## src/jtap_cfg.svh

```systemverilog
/*
  Constants of the boundary-scan test access block: instruction codes,
  identification layout, chain and FIFO sizes.
  Assumes it is included by bare name from the design, checker and bench files.
*/
`ifndef JTAP_CFG_SVH
`define JTAP_CFG_SVH

// Instruction register width and its capture pattern
`define JTAP_IR_W        3
`define JTAP_IR_CAPTURE  3'h1

// Instruction codes
`define JTAP_OP_EXTEST   3'h0
`define JTAP_OP_IDCODE   3'h1
`define JTAP_OP_SAMPLE   3'h2
`define JTAP_OP_CLAMP    3'h3
`define JTAP_OP_HIGHZ    3'h4
`define JTAP_OP_PRODTST  3'h5
`define JTAP_OP_BYPASS   3'h7

// Identification register layout
`define JTAP_ID_W        32
`define JTAP_ID_FIX_POS  0
`define JTAP_ID_MFR_LSB  1
`define JTAP_ID_MFR_MSB  11
`define JTAP_ID_PRT_LSB  12
`define JTAP_ID_PRT_MSB  27
`define JTAP_ID_VER_LSB  28
`define JTAP_ID_VER_MSB  31

// Identity field values: arbitrary, neutral values
`define JTAP_ID_MFR_VAL  11'h2a5
`define JTAP_ID_PRT_VAL  16'h1234
`define JTAP_ID_VER_VAL  4'h1

// Boundary-scan chain length and pattern FIFO depth
`define JTAP_BSC_LEN     16
`define JTAP_FIFO_DEPTH  32

`endif

```

## src/jtap_pkg.sv

```systemverilog
/*
  Types of the boundary-scan test access block: controller states and
  serial path selection.
  Assumes nothing beyond a SystemVerilog compiler.
*/
package jtap_pkg;

  // Test access controller states, one-hot
  typedef enum logic [15:0] {
    TS_TLR  = 16'h0001,  // Test-logic-reset
    TS_RTI  = 16'h0002,  // Run-test/idle
    TS_SDRS = 16'h0004,  // Select-DR-scan
    TS_CDR  = 16'h0008,  // Capture-DR
    TS_SDR  = 16'h0010,  // Shift-DR
    TS_E1DR = 16'h0020,  // Exit1-DR
    TS_PDR  = 16'h0040,  // Pause-DR
    TS_E2DR = 16'h0080,  // Exit2-DR
    TS_UDR  = 16'h0100,  // Update-DR
    TS_SIRS = 16'h0200,  // Select-IR-scan
    TS_CIR  = 16'h0400,  // Capture-IR
    TS_SIR  = 16'h0800,  // Shift-IR
    TS_E1IR = 16'h1000,  // Exit1-IR
    TS_PIR  = 16'h2000,  // Pause-IR
    TS_E2IR = 16'h4000,  // Exit2-IR
    TS_UIR  = 16'h8000   // Update-IR
  } jtap_state_type;

  // Data register placed in the serial path, one-hot
  typedef enum logic [2:0] {
    PATH_BSC = 3'h1,  // Boundary-scan chain
    PATH_ID  = 3'h2,  // Identification register
    PATH_BYP = 3'h4   // Single-bit bypass register
  } jtap_path_type;

endpackage

```

## src/jtap_tap.sv

```systemverilog
/*
  Boundary-scan test access logic: controller, 3-bit instruction
  register and decode, identification, bypass and boundary-scan chain,
  pin multiplexing for test and functional modes.
  Assumes the tester's clock, mode-select, data-in and the system pins
  are asynchronous and much slower than i_sys_clk (tester clock at
  most one fifth of the system clock).
*/
// Overview of operation
// - Three-bit instruction register, shifted LSB first
// - Code 000 puts chain in serial path
// - Capture inputs, shift out, update drives outputs
// - Code 010 scans while pins pass through
// - Preload places pattern on latched outputs
// - Code 001 selects identification register
// - Code 111 bypass adds one clock delay
// - Code 011 holds pins, bypass is path
// - High-impedance code disables all pin outputs
// - Code 101 reserved, tester never loads it
// - Identification register is 32 bits
// - Identification shifted out LSB first
// - Bit0 one, maker, part, version fields
// - Bypass register is exactly one bit
// - Mode-select steers states on test clock
`include "jtap_cfg.svh"
`timescale 1ns/1ps
`default_nettype none

module jtap_tap #(
  parameter int          BSC_LEN  = `JTAP_BSC_LEN,    // Chain length
  parameter int          FIFO_DEP = `JTAP_FIFO_DEPTH, // Pattern FIFO depth
  parameter logic [10:0] ID_MFR   = `JTAP_ID_MFR_VAL, // Arbitrary value
  parameter logic [15:0] ID_PRT   = `JTAP_ID_PRT_VAL, // Arbitrary value
  parameter logic [3:0]  ID_VER   = `JTAP_ID_VER_VAL  // Arbitrary value
) (
  input  wire logic               i_sys_clk,
  input  wire logic               i_reset,
  input  wire logic               i_tck,
  input  wire logic               i_tms,
  input  wire logic               i_tdi,
  output logic                    o_tdo,
  output logic                    o_tdo_oe,
  input  wire logic [BSC_LEN-1:0] i_pin_in,
  output logic [BSC_LEN-1:0]      o_pin_out,
  output logic [BSC_LEN-1:0]      o_pin_oe,
  input  wire logic [BSC_LEN-1:0] i_core_out,
  input  wire logic [BSC_LEN-1:0] i_core_oe,
  output logic [BSC_LEN-1:0]      o_core_in,
  output logic [`JTAP_IR_W-1:0]   o_instr
);
  import jtap_pkg::*;

  // Pin synchronisers, first stage read only by second stage
  logic               tck_s1_ff, tck_s2_ff, tck_d_ff;
  logic               tms_s1_ff, tms_s2_ff;
  logic               tdi_s1_ff, tdi_s2_ff;
  logic [BSC_LEN-1:0] pin_s1_ff, pin_s2_ff;

  // Controller and shift registers
  jtap_state_type         state_ff, nxt_state;
  logic [`JTAP_IR_W-1:0]  instruction_shift_register_ff;
  logic [`JTAP_IR_W-1:0]  instr_ff;            // Current instruction
  logic [`JTAP_ID_W-1:0]  identification_register_ff;
  logic                   single_bit_bypass_register_ff;
  logic [BSC_LEN-1:0]     boundary_scan_chain_ff;

  // Update path towards the latched parallel outputs
  logic               pend_ff;                 // Pattern awaits FIFO
  logic [BSC_LEN-1:0] pend_data_ff;
  logic [BSC_LEN-1:0] latch_ff;                // Latched parallel outputs
  logic               tdo_ff, tdo_oe_ff;
  logic [BSC_LEN-1:0] pin_out_ff, pin_oe_ff, core_in_ff;

  wire                fifo_wr_ready;
  wire                fifo_rd_valid;
  wire [BSC_LEN-1:0]  fifo_rd_data;
  wire                fifo_rd_ready;

  // Fixed identification word
  function automatic logic [`JTAP_ID_W-1:0] id_word();
    logic [`JTAP_ID_W-1:0] w;
    w = '0;
    w[`JTAP_ID_FIX_POS] = 1'b1;
    w[`JTAP_ID_MFR_MSB:`JTAP_ID_MFR_LSB] = ID_MFR;
    w[`JTAP_ID_PRT_MSB:`JTAP_ID_PRT_LSB] = ID_PRT;
    w[`JTAP_ID_VER_MSB:`JTAP_ID_VER_LSB] = ID_VER;
    return w;
  endfunction

  // Test clock edges seen from the system clock
  wire tck_rise = tck_s2_ff & ~tck_d_ff;
  wire tck_fall = ~tck_s2_ff & tck_d_ff;

  // Instruction decode
  wire op_extest = (instr_ff == `JTAP_OP_EXTEST);
  wire op_sample = (instr_ff == `JTAP_OP_SAMPLE);
  wire op_idcode = (instr_ff == `JTAP_OP_IDCODE);
  wire op_clamp  = (instr_ff == `JTAP_OP_CLAMP);
  wire op_highz  = (instr_ff == `JTAP_OP_HIGHZ);

  // Serial path; reserved and unassigned codes fall to bypass
  wire jtap_path_type path_sel =
      (op_extest | op_sample) ? PATH_BSC :
      op_idcode               ? PATH_ID  :
                                PATH_BYP;

  // Bit presented at the serial output in each path
  wire dr_out_bit =
      (path_sel == PATH_BSC) ? boundary_scan_chain_ff[0] :
      (path_sel == PATH_ID)  ? identification_register_ff[0] :
                               single_bit_bypass_register_ff;

  // State decode
  wire in_tlr = (state_ff == TS_TLR);
  wire in_cdr = (state_ff == TS_CDR);
  wire in_sdr = (state_ff == TS_SDR);
  wire in_udr = (state_ff == TS_UDR);
  wire in_cir = (state_ff == TS_CIR);
  wire in_sir = (state_ff == TS_SIR);
  wire in_uir = (state_ff == TS_UIR);

  // Pins follow the latched pattern under external test and clamp
  wire drive_bsc = op_extest | op_clamp;

  // Clamp stalls the drain so pins stay unchanged
  assign fifo_rd_ready = ~op_clamp;

  // Synchronisers and edge history
  always_ff @(posedge i_sys_clk) begin
    if (i_reset) begin
      tck_s1_ff <= 1'b0;
      tck_s2_ff <= 1'b0;
      tck_d_ff  <= 1'b0;
      tms_s1_ff <= 1'b1;
      tms_s2_ff <= 1'b1;
      tdi_s1_ff <= 1'b1;
      tdi_s2_ff <= 1'b1;
      pin_s1_ff <= '0;
      pin_s2_ff <= '0;
    end else begin
      tck_s1_ff <= i_tck;
      tck_s2_ff <= tck_s1_ff;
      tck_d_ff  <= tck_s2_ff;
      tms_s1_ff <= i_tms;
      tms_s2_ff <= tms_s1_ff;
      tdi_s1_ff <= i_tdi;
      tdi_s2_ff <= tdi_s1_ff;
      pin_s1_ff <= i_pin_in;
      pin_s2_ff <= pin_s1_ff;
    end
  end

  // Controller next state from mode-select
  always_comb begin
    nxt_state = TS_TLR;
    unique case (state_ff)
      TS_TLR:  nxt_state = tms_s2_ff ? TS_TLR  : TS_RTI;
      TS_RTI:  nxt_state = tms_s2_ff ? TS_SDRS : TS_RTI;
      TS_SDRS: nxt_state = tms_s2_ff ? TS_SIRS : TS_CDR;
      TS_CDR:  nxt_state = tms_s2_ff ? TS_E1DR : TS_SDR;
      TS_SDR:  nxt_state = tms_s2_ff ? TS_E1DR : TS_SDR;
      TS_E1DR: nxt_state = tms_s2_ff ? TS_UDR  : TS_PDR;
      TS_PDR:  nxt_state = tms_s2_ff ? TS_E2DR : TS_PDR;
      TS_E2DR: nxt_state = tms_s2_ff ? TS_UDR  : TS_SDR;
      TS_UDR:  nxt_state = tms_s2_ff ? TS_SDRS : TS_RTI;
      TS_SIRS: nxt_state = tms_s2_ff ? TS_TLR  : TS_CIR;
      TS_CIR:  nxt_state = tms_s2_ff ? TS_E1IR : TS_SIR;
      TS_SIR:  nxt_state = tms_s2_ff ? TS_E1IR : TS_SIR;
      TS_E1IR: nxt_state = tms_s2_ff ? TS_UIR  : TS_PIR;
      TS_PIR:  nxt_state = tms_s2_ff ? TS_E2IR : TS_PIR;
      TS_E2IR: nxt_state = tms_s2_ff ? TS_UIR  : TS_SIR;
      TS_UIR:  nxt_state = tms_s2_ff ? TS_SDRS : TS_RTI;
      // A corrupted one-hot code recovers through reset state
      default: nxt_state = TS_TLR;
    endcase
  end

  // State advances on the rising test clock only
  always_ff @(posedge i_sys_clk) begin
    if (i_reset) begin
      state_ff <= TS_TLR;
    end else if (tck_rise) begin
      state_ff <= nxt_state;
    end
  end

  // Instruction shift stage: capture pattern, then LSB first
  always_ff @(posedge i_sys_clk) begin
    if (i_reset) begin
      instruction_shift_register_ff <= `JTAP_IR_CAPTURE;
    end else if (tck_rise && in_cir) begin
      instruction_shift_register_ff <= `JTAP_IR_CAPTURE;
    end else if (tck_rise && in_sir) begin
      instruction_shift_register_ff <=
        {tdi_s2_ff, instruction_shift_register_ff[`JTAP_IR_W-1:1]};
    end
  end

  // Current instruction; reset state forces identification
  always_ff @(posedge i_sys_clk) begin
    if (i_reset || in_tlr) begin
      instr_ff <= `JTAP_OP_IDCODE;
    end else if (tck_fall && in_uir) begin
      instr_ff <= instruction_shift_register_ff;
    end
  end

  // Identification register: load fixed word, shift LSB first
  always_ff @(posedge i_sys_clk) begin
    if (i_reset) begin
      identification_register_ff <= '0;
    end else if (tck_rise && in_cdr && path_sel == PATH_ID) begin
      identification_register_ff <= id_word();
    end else if (tck_rise && in_sdr && path_sel == PATH_ID) begin
      identification_register_ff <=
        {tdi_s2_ff, identification_register_ff[`JTAP_ID_W-1:1]};
    end
  end

  // Single-bit bypass: captures zero, one stage of delay
  always_ff @(posedge i_sys_clk) begin
    if (i_reset) begin
      single_bit_bypass_register_ff <= 1'b0;
    end else if (tck_rise && in_cdr && path_sel == PATH_BYP) begin
      single_bit_bypass_register_ff <= 1'b0;
    end else if (tck_rise && in_sdr && path_sel == PATH_BYP) begin
      single_bit_bypass_register_ff <= tdi_s2_ff;
    end
  end

  // Boundary-scan chain: capture input pins, shift towards output
  always_ff @(posedge i_sys_clk) begin
    if (i_reset) begin
      boundary_scan_chain_ff <= '0;
    end else if (tck_rise && in_cdr && path_sel == PATH_BSC) begin
      boundary_scan_chain_ff <= pin_s2_ff;
    end else if (tck_rise && in_sdr && path_sel == PATH_BSC) begin
      boundary_scan_chain_ff <=
        {tdi_s2_ff, boundary_scan_chain_ff[BSC_LEN-1:1]};
    end
  end

  // Update-DR hands the pattern to the FIFO; new set beats clear
  always_ff @(posedge i_sys_clk) begin
    if (i_reset) begin
      pend_ff      <= 1'b0;
      pend_data_ff <= '0;
    end else if (tck_fall && in_udr && path_sel == PATH_BSC) begin
      pend_ff      <= 1'b1;
      pend_data_ff <= boundary_scan_chain_ff;
    end else if (fifo_wr_ready) begin
      pend_ff      <= 1'b0;
    end
  end

  // Latched parallel outputs; frozen while clamp holds the drain
  always_ff @(posedge i_sys_clk) begin
    if (i_reset) begin
      latch_ff <= '0;
    end else if (fifo_rd_valid && fifo_rd_ready) begin
      latch_ff <= fifo_rd_data;
    end
  end

  // Serial output changes on the falling test clock
  always_ff @(posedge i_sys_clk) begin
    if (i_reset) begin
      tdo_ff    <= 1'b0;
      tdo_oe_ff <= 1'b0;
    end else if (tck_fall) begin
      tdo_ff    <= in_sir ? instruction_shift_register_ff[0] : dr_out_bit;
      tdo_oe_ff <= in_sir | in_sdr;
    end
  end

  // Pin drivers: test pattern, functional pass-through or released
  always_ff @(posedge i_sys_clk) begin
    if (i_reset) begin
      pin_out_ff <= '0;
      pin_oe_ff  <= '0;
      core_in_ff <= '0;
    end else begin
      pin_out_ff <= drive_bsc ? latch_ff : i_core_out;
      if (op_highz) begin
        pin_oe_ff <= '0;
      end else if (drive_bsc) begin
        pin_oe_ff <= '1;
      end else begin
        pin_oe_ff <= i_core_oe;
      end
      core_in_ff <= pin_s2_ff;
    end
  end

  // Pattern FIFO; a full FIFO holds the pending pattern back
  jtap_fifo #(
    .WIDTH (BSC_LEN),
    .DEPTH (FIFO_DEP)
  ) u_fifo (
    .i_sys_clk  (i_sys_clk),
    .i_reset    (i_reset),
    .i_wr_valid (pend_ff),
    .o_wr_ready (fifo_wr_ready),
    .i_wr_data  (pend_data_ff),
    .o_rd_valid (fifo_rd_valid),
    .i_rd_ready (fifo_rd_ready),
    .o_rd_data  (fifo_rd_data)
  );

  assign o_tdo     = tdo_ff;
  assign o_tdo_oe  = tdo_oe_ff;
  assign o_pin_out = pin_out_ff;
  assign o_pin_oe  = pin_oe_ff;
  assign o_core_in = core_in_ff;
  assign o_instr   = instr_ff;

endmodule

`default_nettype wire

```

## src/jtap_fifo.sv

```systemverilog
/*
  Pattern FIFO between the boundary-scan update stage and the latched
  parallel outputs. Flip-flop storage, valid/ready on both sides.
  Assumes one clock, synchronous active-high reset, DEPTH a power of two.
*/
`timescale 1ns/1ps
`default_nettype none

module jtap_fifo #(
  parameter int WIDTH = 16,  // Word width
  parameter int DEPTH = 32   // Number of words
) (
  input  wire logic             i_sys_clk,
  input  wire logic             i_reset,
  input  wire logic             i_wr_valid,
  output logic                  o_wr_ready,
  input  wire logic [WIDTH-1:0] i_wr_data,
  output logic                  o_rd_valid,
  input  wire logic             i_rd_ready,
  output logic [WIDTH-1:0]      o_rd_data
);

  localparam int AW = $clog2(DEPTH);

  logic [WIDTH-1:0] mem_ff [DEPTH];  // Storage
  logic [AW:0]      wr_ptr_ff;       // Write pointer, extra wrap bit
  logic [AW:0]      rd_ptr_ff;       // Read pointer, extra wrap bit
  wire              full;
  wire              empty;
  wire              do_wr;
  wire              do_rd;

  // Wrap bit differs with equal index only when full
  assign full  = (wr_ptr_ff[AW] != rd_ptr_ff[AW]) &&
                 (wr_ptr_ff[AW-1:0] == rd_ptr_ff[AW-1:0]);
  assign empty = (wr_ptr_ff == rd_ptr_ff);
  assign do_wr = i_wr_valid & ~full;
  assign do_rd = i_rd_ready & ~empty;

  assign o_wr_ready = ~full;
  assign o_rd_valid = ~empty;
  assign o_rd_data  = mem_ff[rd_ptr_ff[AW-1:0]];

  // Storage write, no reset needed on data
  always_ff @(posedge i_sys_clk) begin
    if (do_wr) begin
      mem_ff[wr_ptr_ff[AW-1:0]] <= i_wr_data;
    end
  end

  // Pointers
  always_ff @(posedge i_sys_clk) begin
    if (i_reset) begin
      wr_ptr_ff <= '0;
      rd_ptr_ff <= '0;
    end else begin
      if (do_wr) begin
        wr_ptr_ff <= wr_ptr_ff + 1'b1;
      end
      if (do_rd) begin
        rd_ptr_ff <= rd_ptr_ff + 1'b1;
      end
    end
  end

endmodule

`default_nettype wire

```

## config.mk

```make
export PLATFORM = sky130hd
export DESIGN_NAME = jtap_tap
export DESIGN_NICKNAME = d
export VERILOG_FILES = /design/src/jtap_pkg.sv /design/src/jtap_tap.sv /design/src/jtap_fifo.sv
export VERILOG_INCLUDE_DIRS = /design/src
export SDC_FILE = /design/constraint.sdc
export NUM_CORES = 1
export LEC_CHECK = 0
export BUFFER_PORTS_ARGS = -buffer_cell sky130_fd_sc_hd__buf_2
export CAP_MARGIN = 20
export CORE_MARGIN = 4
export CORE_UTILIZATION = 52
export CTS_BUF_LIST = sky130_fd_sc_hd__clkbuf_4
export DETAILED_ROUTE_END_ITERATION = 16
export PLACE_DENSITY_LB_ADDON = 0.12
export SETUP_SLACK_MARGIN = 0.5
export SLEW_MARGIN = 20
export SYNTH_ARGS = -nofsm -noshare
export SYNTH_HDL_FRONTEND = slang
export SYNTH_HIERARCHICAL = 1
export SYNTH_SLANG_ARGS = --single-unit
```

## constraint.sdc

```tcl
create_clock -name i_sys_clk -period 6.33 [get_ports i_sys_clk]
set_input_delay 0.9495 -clock i_sys_clk [delete_from_list [all_inputs] [get_ports i_sys_clk]]
set_output_delay 0.9495 -clock i_sys_clk [all_outputs]
set_load 0.005 [all_outputs]
```

Word-level counts from Yosys, hierarchy flattened
Memories as Yosys holds them, arrays and structs flattened. A register that Yosys moved wholly into a read port is not among the register bits.
Cells that the tools add are included.
{"block": "word_totals", "regBits": 189, "mem_bits_rw": 512, "in_bits": 53, "out_inout_bits": 53, "elab_cells": 121, "mem_count": 1}
{"block": "op_classes", "n_addsub": 2, "n_eq_ne": 27, "n_mux": 28, "n_bitwise": 12, "reduce_logical": 26}
{"name": "u_fifo.mem_ff", "words": 32, "width": 16, "rd": 1, "rd_ports_with_merged_regs": 1, "write_ports": 1, "line_no": "jtap_fifo.sv:25", "source": "logic [WIDTH-1:0] mem_ff [DEPTH];"}
{"op": "16-bit one-hot mux with 12 select lines", "count": 1}
{"op": "16-bit 2-to-1 mux", "count": 6}
{"op": "29-bit 2-to-1 mux", "count": 2}
{"op": "9-bit 2-to-1 mux", "count": 2}
{"op": "16-bit by 1-bit equality test with 1-bit output (second input constant)", "count": 1}
{"op": "16-bit by 10-bit equality test with 1-bit output (second input constant)", "count": 1}
{"op": "16-bit by 11-bit equality test with 1-bit output (second input constant)", "count": 1}
{"op": "16-bit by 12-bit equality test with 1-bit output (second input constant)", "count": 1}
{"op": "16-bit by 13-bit equality test with 1-bit output (second input constant)", "count": 1}
{"op": "16-bit by 14-bit equality test with 1-bit output (second input constant)", "count": 1}
{"op": "16-bit by 15-bit equality test with 1-bit output (second input constant)", "count": 1}
{"op": "16-bit equality test (second input constant)", "count": 1}
{"op": "16-bit by 2-bit equality test with 1-bit output (second input constant)", "count": 1}
{"op": "16-bit by 3-bit equality test with 1-bit output (second input constant)", "count": 1}
{"op": "16-bit by 4-bit equality test with 1-bit output (second input constant)", "count": 1}
{"op": "16-bit by 5-bit equality test with 1-bit output (second input constant)", "count": 1}
{"op": "16-bit by 6-bit equality test with 1-bit output (second input constant)", "count": 1}
{"op": "16-bit by 7-bit equality test with 1-bit output (second input constant)", "count": 1}
{"op": "16-bit by 8-bit equality test with 1-bit output (second input constant)", "count": 1}
{"op": "16-bit by 9-bit equality test with 1-bit output (second input constant)", "count": 1}
{"op": "1-bit logical AND", "count": 15}
{"op": "15-bit 2-to-1 mux", "count": 1}
{"op": "13-bit 2-to-1 mux", "count": 1}
{"op": "6-bit by 1-bit adder with 6-bit output (second input constant)", "count": 2}
{"op": "other kinds (22)", "count": 49}

Longest topological paths before layout
{"block": "logic_depth", "word_depth": 7, "depth_mapped": 10, "mapped_depth_nobuf": 7}

Hierarchy
The synthesis kept the hierarchy.
{"mod": "jtap_fifo", "n_inst": 1, "cells_per_inst": 1211, "area_each_um2": 20857.5, "seq_area_each_um2": 15715.1}
{"mod": "jtap_tap", "n_inst": 1, "cells_per_inst": 754, "area_each_um2": 6995.5, "seq_area_each_um2": 3863.7}

Worst setup path after synthesis
OpenSTA, ideal clock, no wires.
{"block": "synth_path", "path_kind": "register -> register", "start": "reg state_ff[10]", "end": "reg boundary_scan_chain_ff[10]", "setup_ns": 0.117, "t_arrival_ns": 2.315, "t_required_ns": 6.213, "slack_ns": 3.898, "path_stages_with_launch": 9, "path_buffers": 3, "period_less_slack_ns": 2.432, "path_cell_list": "dfxtp_1 buf_6 or4_4 or4_4 or3_1 buf_6 buf_8 o22a_1 a22o_1"}
{"block": "synth_between", "elab_chain_cells": 4, "elab_cells_between_ends": 8, "cone_classes": "2 x eq/ne; 1 x mux; 5 x reduce/logical"}
{"item": "start: declaration", "line_no": "jtap_tap.sv:60", "source": "jtap_state_type state_ff, nxt_state;"}
{"item": "start signal: assignment", "line_no": "jtap_tap.sv:183", "source": "state_ff <= nxt_state;"}
{"item": "16-bit by 4-bit equality test with 1-bit output / 16-bit by 5-bit equality test with 1-bit output (equally long branches)", "line_no": "jtap_tap.sv:115, jtap_tap.sv:116"}
{"item": "1-bit logical AND (on tied branches) (2 in series)", "line_no": "jtap_tap.sv:235, jtap_tap.sv:237"}
{"item": "16-bit 2-to-1 mux / 2-bit nonzero test (equally long branches)"}
{"item": "end signal: assignment", "line_no": "jtap_tap.sv:236", "source": "boundary_scan_chain_ff <= pin_s2_ff;"}
{"item": "end signal: assignment", "line_no": "jtap_tap.sv:238", "source": "boundary_scan_chain_ff <="}
{"item": "end: declaration", "line_no": "jtap_tap.sv:65", "source": "logic [BSC_LEN-1:0] boundary_scan_chain_ff;"}
Parallel ways exist; a longest one is shown, timed or not.
A chain may end at the register's enable or synchronous reset.

==> impl_metrics.py <==
metrics = {
    "status": {
        "status": "finished clean",
    },
    "worst_setup_path": {
        "worst-path-max-fanout": 123,
        "critical_path_class": "reg -> reg",
        "worstPathRequired_ns": 7.14,
        "critPathLaunchType": "register",
        "worst_setup_path_end_kind": "register",
        "arrival_ns": 3.93,
    },
    "clock_network": {
        "cts_sinks": 722,
        "clk_path_buf_depth": 3,
        "path_clk_slew_ns": 0.07,
        "cts_resized": 0,
        "postCtsSetupBuffers": 0,
        "clockRootBuffer": "clkbuf_4",
        "clk_latency_ns": 0.99,
        "hold_buffers": 1,
        "cts_buffers": 177,
        "cts_htree_levels": 4,
        "cts_tree": "yes",
    },
    "power_and_ir_drop": {
        "comb_power_share": 0.033,
        "p_switching_mw": 2.01,
        "p_clk_frac": 0.418,
        "power.leakage_nw": 10.6,
        "ir_worst_vdd_mv": 0.175,
        "p_seq_frac": 0.549,
        "p_int_mw": 7.21,
        "switching_share": 0.218,
        "p_per_area_nw_per_um2": 293,
        "total_power_mw": 9.22,
    },
    "placement": {
        "placed_area_um2": 29100,
        "port_buffers": 105,
        "post-place-ws_ns": 3.27,
        "gp_congestion": 0.858,
        "dp_hpwl_um": 37500,
    },
    "logic_synthesis": {
        "synthTopCellsByArea": "edfxtp_1, dfxtp_1, mux2i_1",
        "synth-seq-cells": 722,
        "synthSimpleGateAreaFrac": 0.0852,
        "synth_fp_nets": 2023,
        "syn_area_per_cell_um2": 14.2,
        "synth_ff_type": "edfxtp_1",
        "ys_types": 74,
        "muxShareOfSynthArea": 0.101,
        "synth_edf_count": 512,
        "async_reset_ff_frac": 0,
        "syn_inst": 1965,
        "synth_area_um2": 27900,
        "synth_top_area_cell": "edfxtp_1",
        "synth_common_cells": "edfxtp_1, mux2i_1, dfxtp_1, nand2_1, a21oi_1",
        "yosysMostFrequentCell": "edfxtp_1",
        "netlist.area_leader.share": 0.552,
        "synthAdderAreaFrac": 0.00225,
        "synthXorXnorAreaFrac": 0.00656,
        "yosysSeqAreaShare": 0.703,
        "synth_warnings": 6,
        "synth-compound-area-share": 0.0781,
        "synth_top_family_by_area": "multiplexers",
    },
    "sta": {
        "hold_viol": 0,
        "worstMarginPinSlew_ns": 1.05,
        "rsz0062_at_grt": "false",
        "setup_viol": 0,
        "clock_skew_ns": 0.0569,
        "fmaxAchievable_mhz": 321,
        "slew_headroom": 0.301,
        "fin_ws_ns": 3.21,
        "fin_tns_setup_ns": 0,
        "slew_violations": 0,
        "min_period_over_period": 0.493,
        "fin_crit_ns": 3.12,
    },
    "cells_and_area": {
        "final_layout_size_suffix_gt1_frac": 0.212,
        "num-fill-cells": 4207,
        "syn_to_final_growth_pct": 13.0,
        "fin_area_um2": 31500,
        "nNetsFinal": 2242,
        "fin_util": 0.596,
    },
    "floorplan": {
        "fp.dieW_um": 239,
        "core_area_um2": 52800,
        "die-area_um2": 57300,
        "rows": 84,
        "start_util": 0.528,
        "pin_count": 106,
        "die_height_um": 239,
    },
    "flow_run": {
        "cap_violations": 0,
    },
    "routing": {
        "drc": 0,
        "drt_first_pass_iters": 5,
        "postRouteAntennaNets": 0,
        "vias": 17000,
        "wirelength_um": 65100,
        "wl_per_cell_um": 21.7,
        "avgViaCountPerCell": 5.65,
        "drt_iter0_drc": 1375,
    },
    "worst_hold_path": {
        "min_path_type": "in -> reg",
    },
    "grt": {
        "antenna_found_initial": 1,
        "grtUsageTotal": 0.228,
        "grt-ovfl-total": 0,
        "grt_max_degree": 124,
        "grt_pass1_vias": 16800,
        "grt_pass1_wl_um": 98300,
    },
}
[power groups by stage]
stage | combinational, mW | clock (mW) | sequential [mW]
4_1_cts | 0.303 | 3.98 | 5.06
3_5_place_dp | 0.301 | 0 | 5.16
6_report | 0.303 | 3.86 | 5.06
5_1_grt | 0.328 | 4.27 | 5.06
2_1_floorplan | 0.189 | 0 | 5.15
3_3_place_gp | 0.300 | 0 | 5.16
[through the flow]
stage / hold WS (ns) / cells
finish: 0.159 / 3005
global route: 0.0235 / 3005
CTS: 0.00476 / 3004
detailed placement: 0.399 / 2692
global placement: 0.393 / 2692
floorplan: 0.389 / 1965
[metal layers]
metal	wire, µm	global-route usage
met1	28600	0.317
met2	30400	0.348
met3	4750	0.0654
met4	1410	0.0763
met5	0	0
[state kept, by name, indices dropped and copies added, names as in the netlist, 3 cells and up, named ones only]
register                       cells
u_fifo/wr_ptr_ff                   6
latch_ff                          16
o_core_in                         16
u_fifo/mem_ff                    512
pin_s2_ff                         16
instruction_shift_register_ff      3
u_fifo/rd_ptr_ff                   6
identification_register_ff        32
boundary_scan_chain_ff            16
o_pin_out                         16
o_pin_oe                          16
pin_s1_ff                         16
o_instr                            3
pend_data_ff                      16
state_ff                          16
[layout make-up]
class / instances / area (µm²) / share of cell area
multi-input cells: 1096 / 7640 / 0.243
clock inverters: 48 / 322 / 0.0102
inverters: 21 / 78.8 / 0.00251
well taps: 688 / 861 / 0.0274
repair buffers: 166 / 1000 / 0.0318
clock buffers: 263 / 1970 / 0.0628
flip-flops and latches: 722 / 19600 / 0.622
diodes: 1 / 2.50 / 0.0000795
[final timing paths]
check	slack (ns)	depth (start not counted)	startpoint	to
max	3.21	7	register	latch_ff[0]$_SDFFE_PP0P_
min	0.16	2	i_tms	tms_s1_ff$_SDFF_PP1_
max reg2reg	3.21	7	register	latch_ff[0]$_SDFFE_PP0P_
min reg2reg	0.41	1	tms_s1_ff$_SDFF_PP1_	tms_s2_ff$_SDFF_PP1_
[cell usage in the layout, fill, tap and decap left out, types with 9 or more instances in the layout]
master / n
o21a_1: 16
or2_2: 9
nand4_1: 24
clkbuf_4: 263
xnor2_1: 11
nor3_1: 25
a31oi_1: 20
nor2_1: 101
edfxtp_1: 512
buf_4: 60
clkinv_1: 29
o22a_1: 15
buf_2: 104
nand3_1: 40
a22o_1: 48
mux2i_1: 276
nand2_1: 160
inv_1: 21
a211oi_1: 15
a21oi_1: 102
nor2b_1: 56
a22oi_1: 69
dfxtp_1: 208
[critical path, cell delays in order (launching register included)]
cell and delay [ns]:
dfxtp_4 0.79, buf_12 0.63, mux2i_1 0.28, a22oi_1 0.17
a31oi_1 0.47, nand3_1 0.13, nand2_1 0.09, a21oi_1 0.07
[cell families after synthesis]
group	count (synthesis)
DFF	722
and+or+nand+nor	478
AOI/OAI and AO/OA	314
muxes	279
buffers and inverters	147
xor gates and xnor gates	20
adders and majority gates	5
No activity file was read; power rests on OpenSTA's default activity.
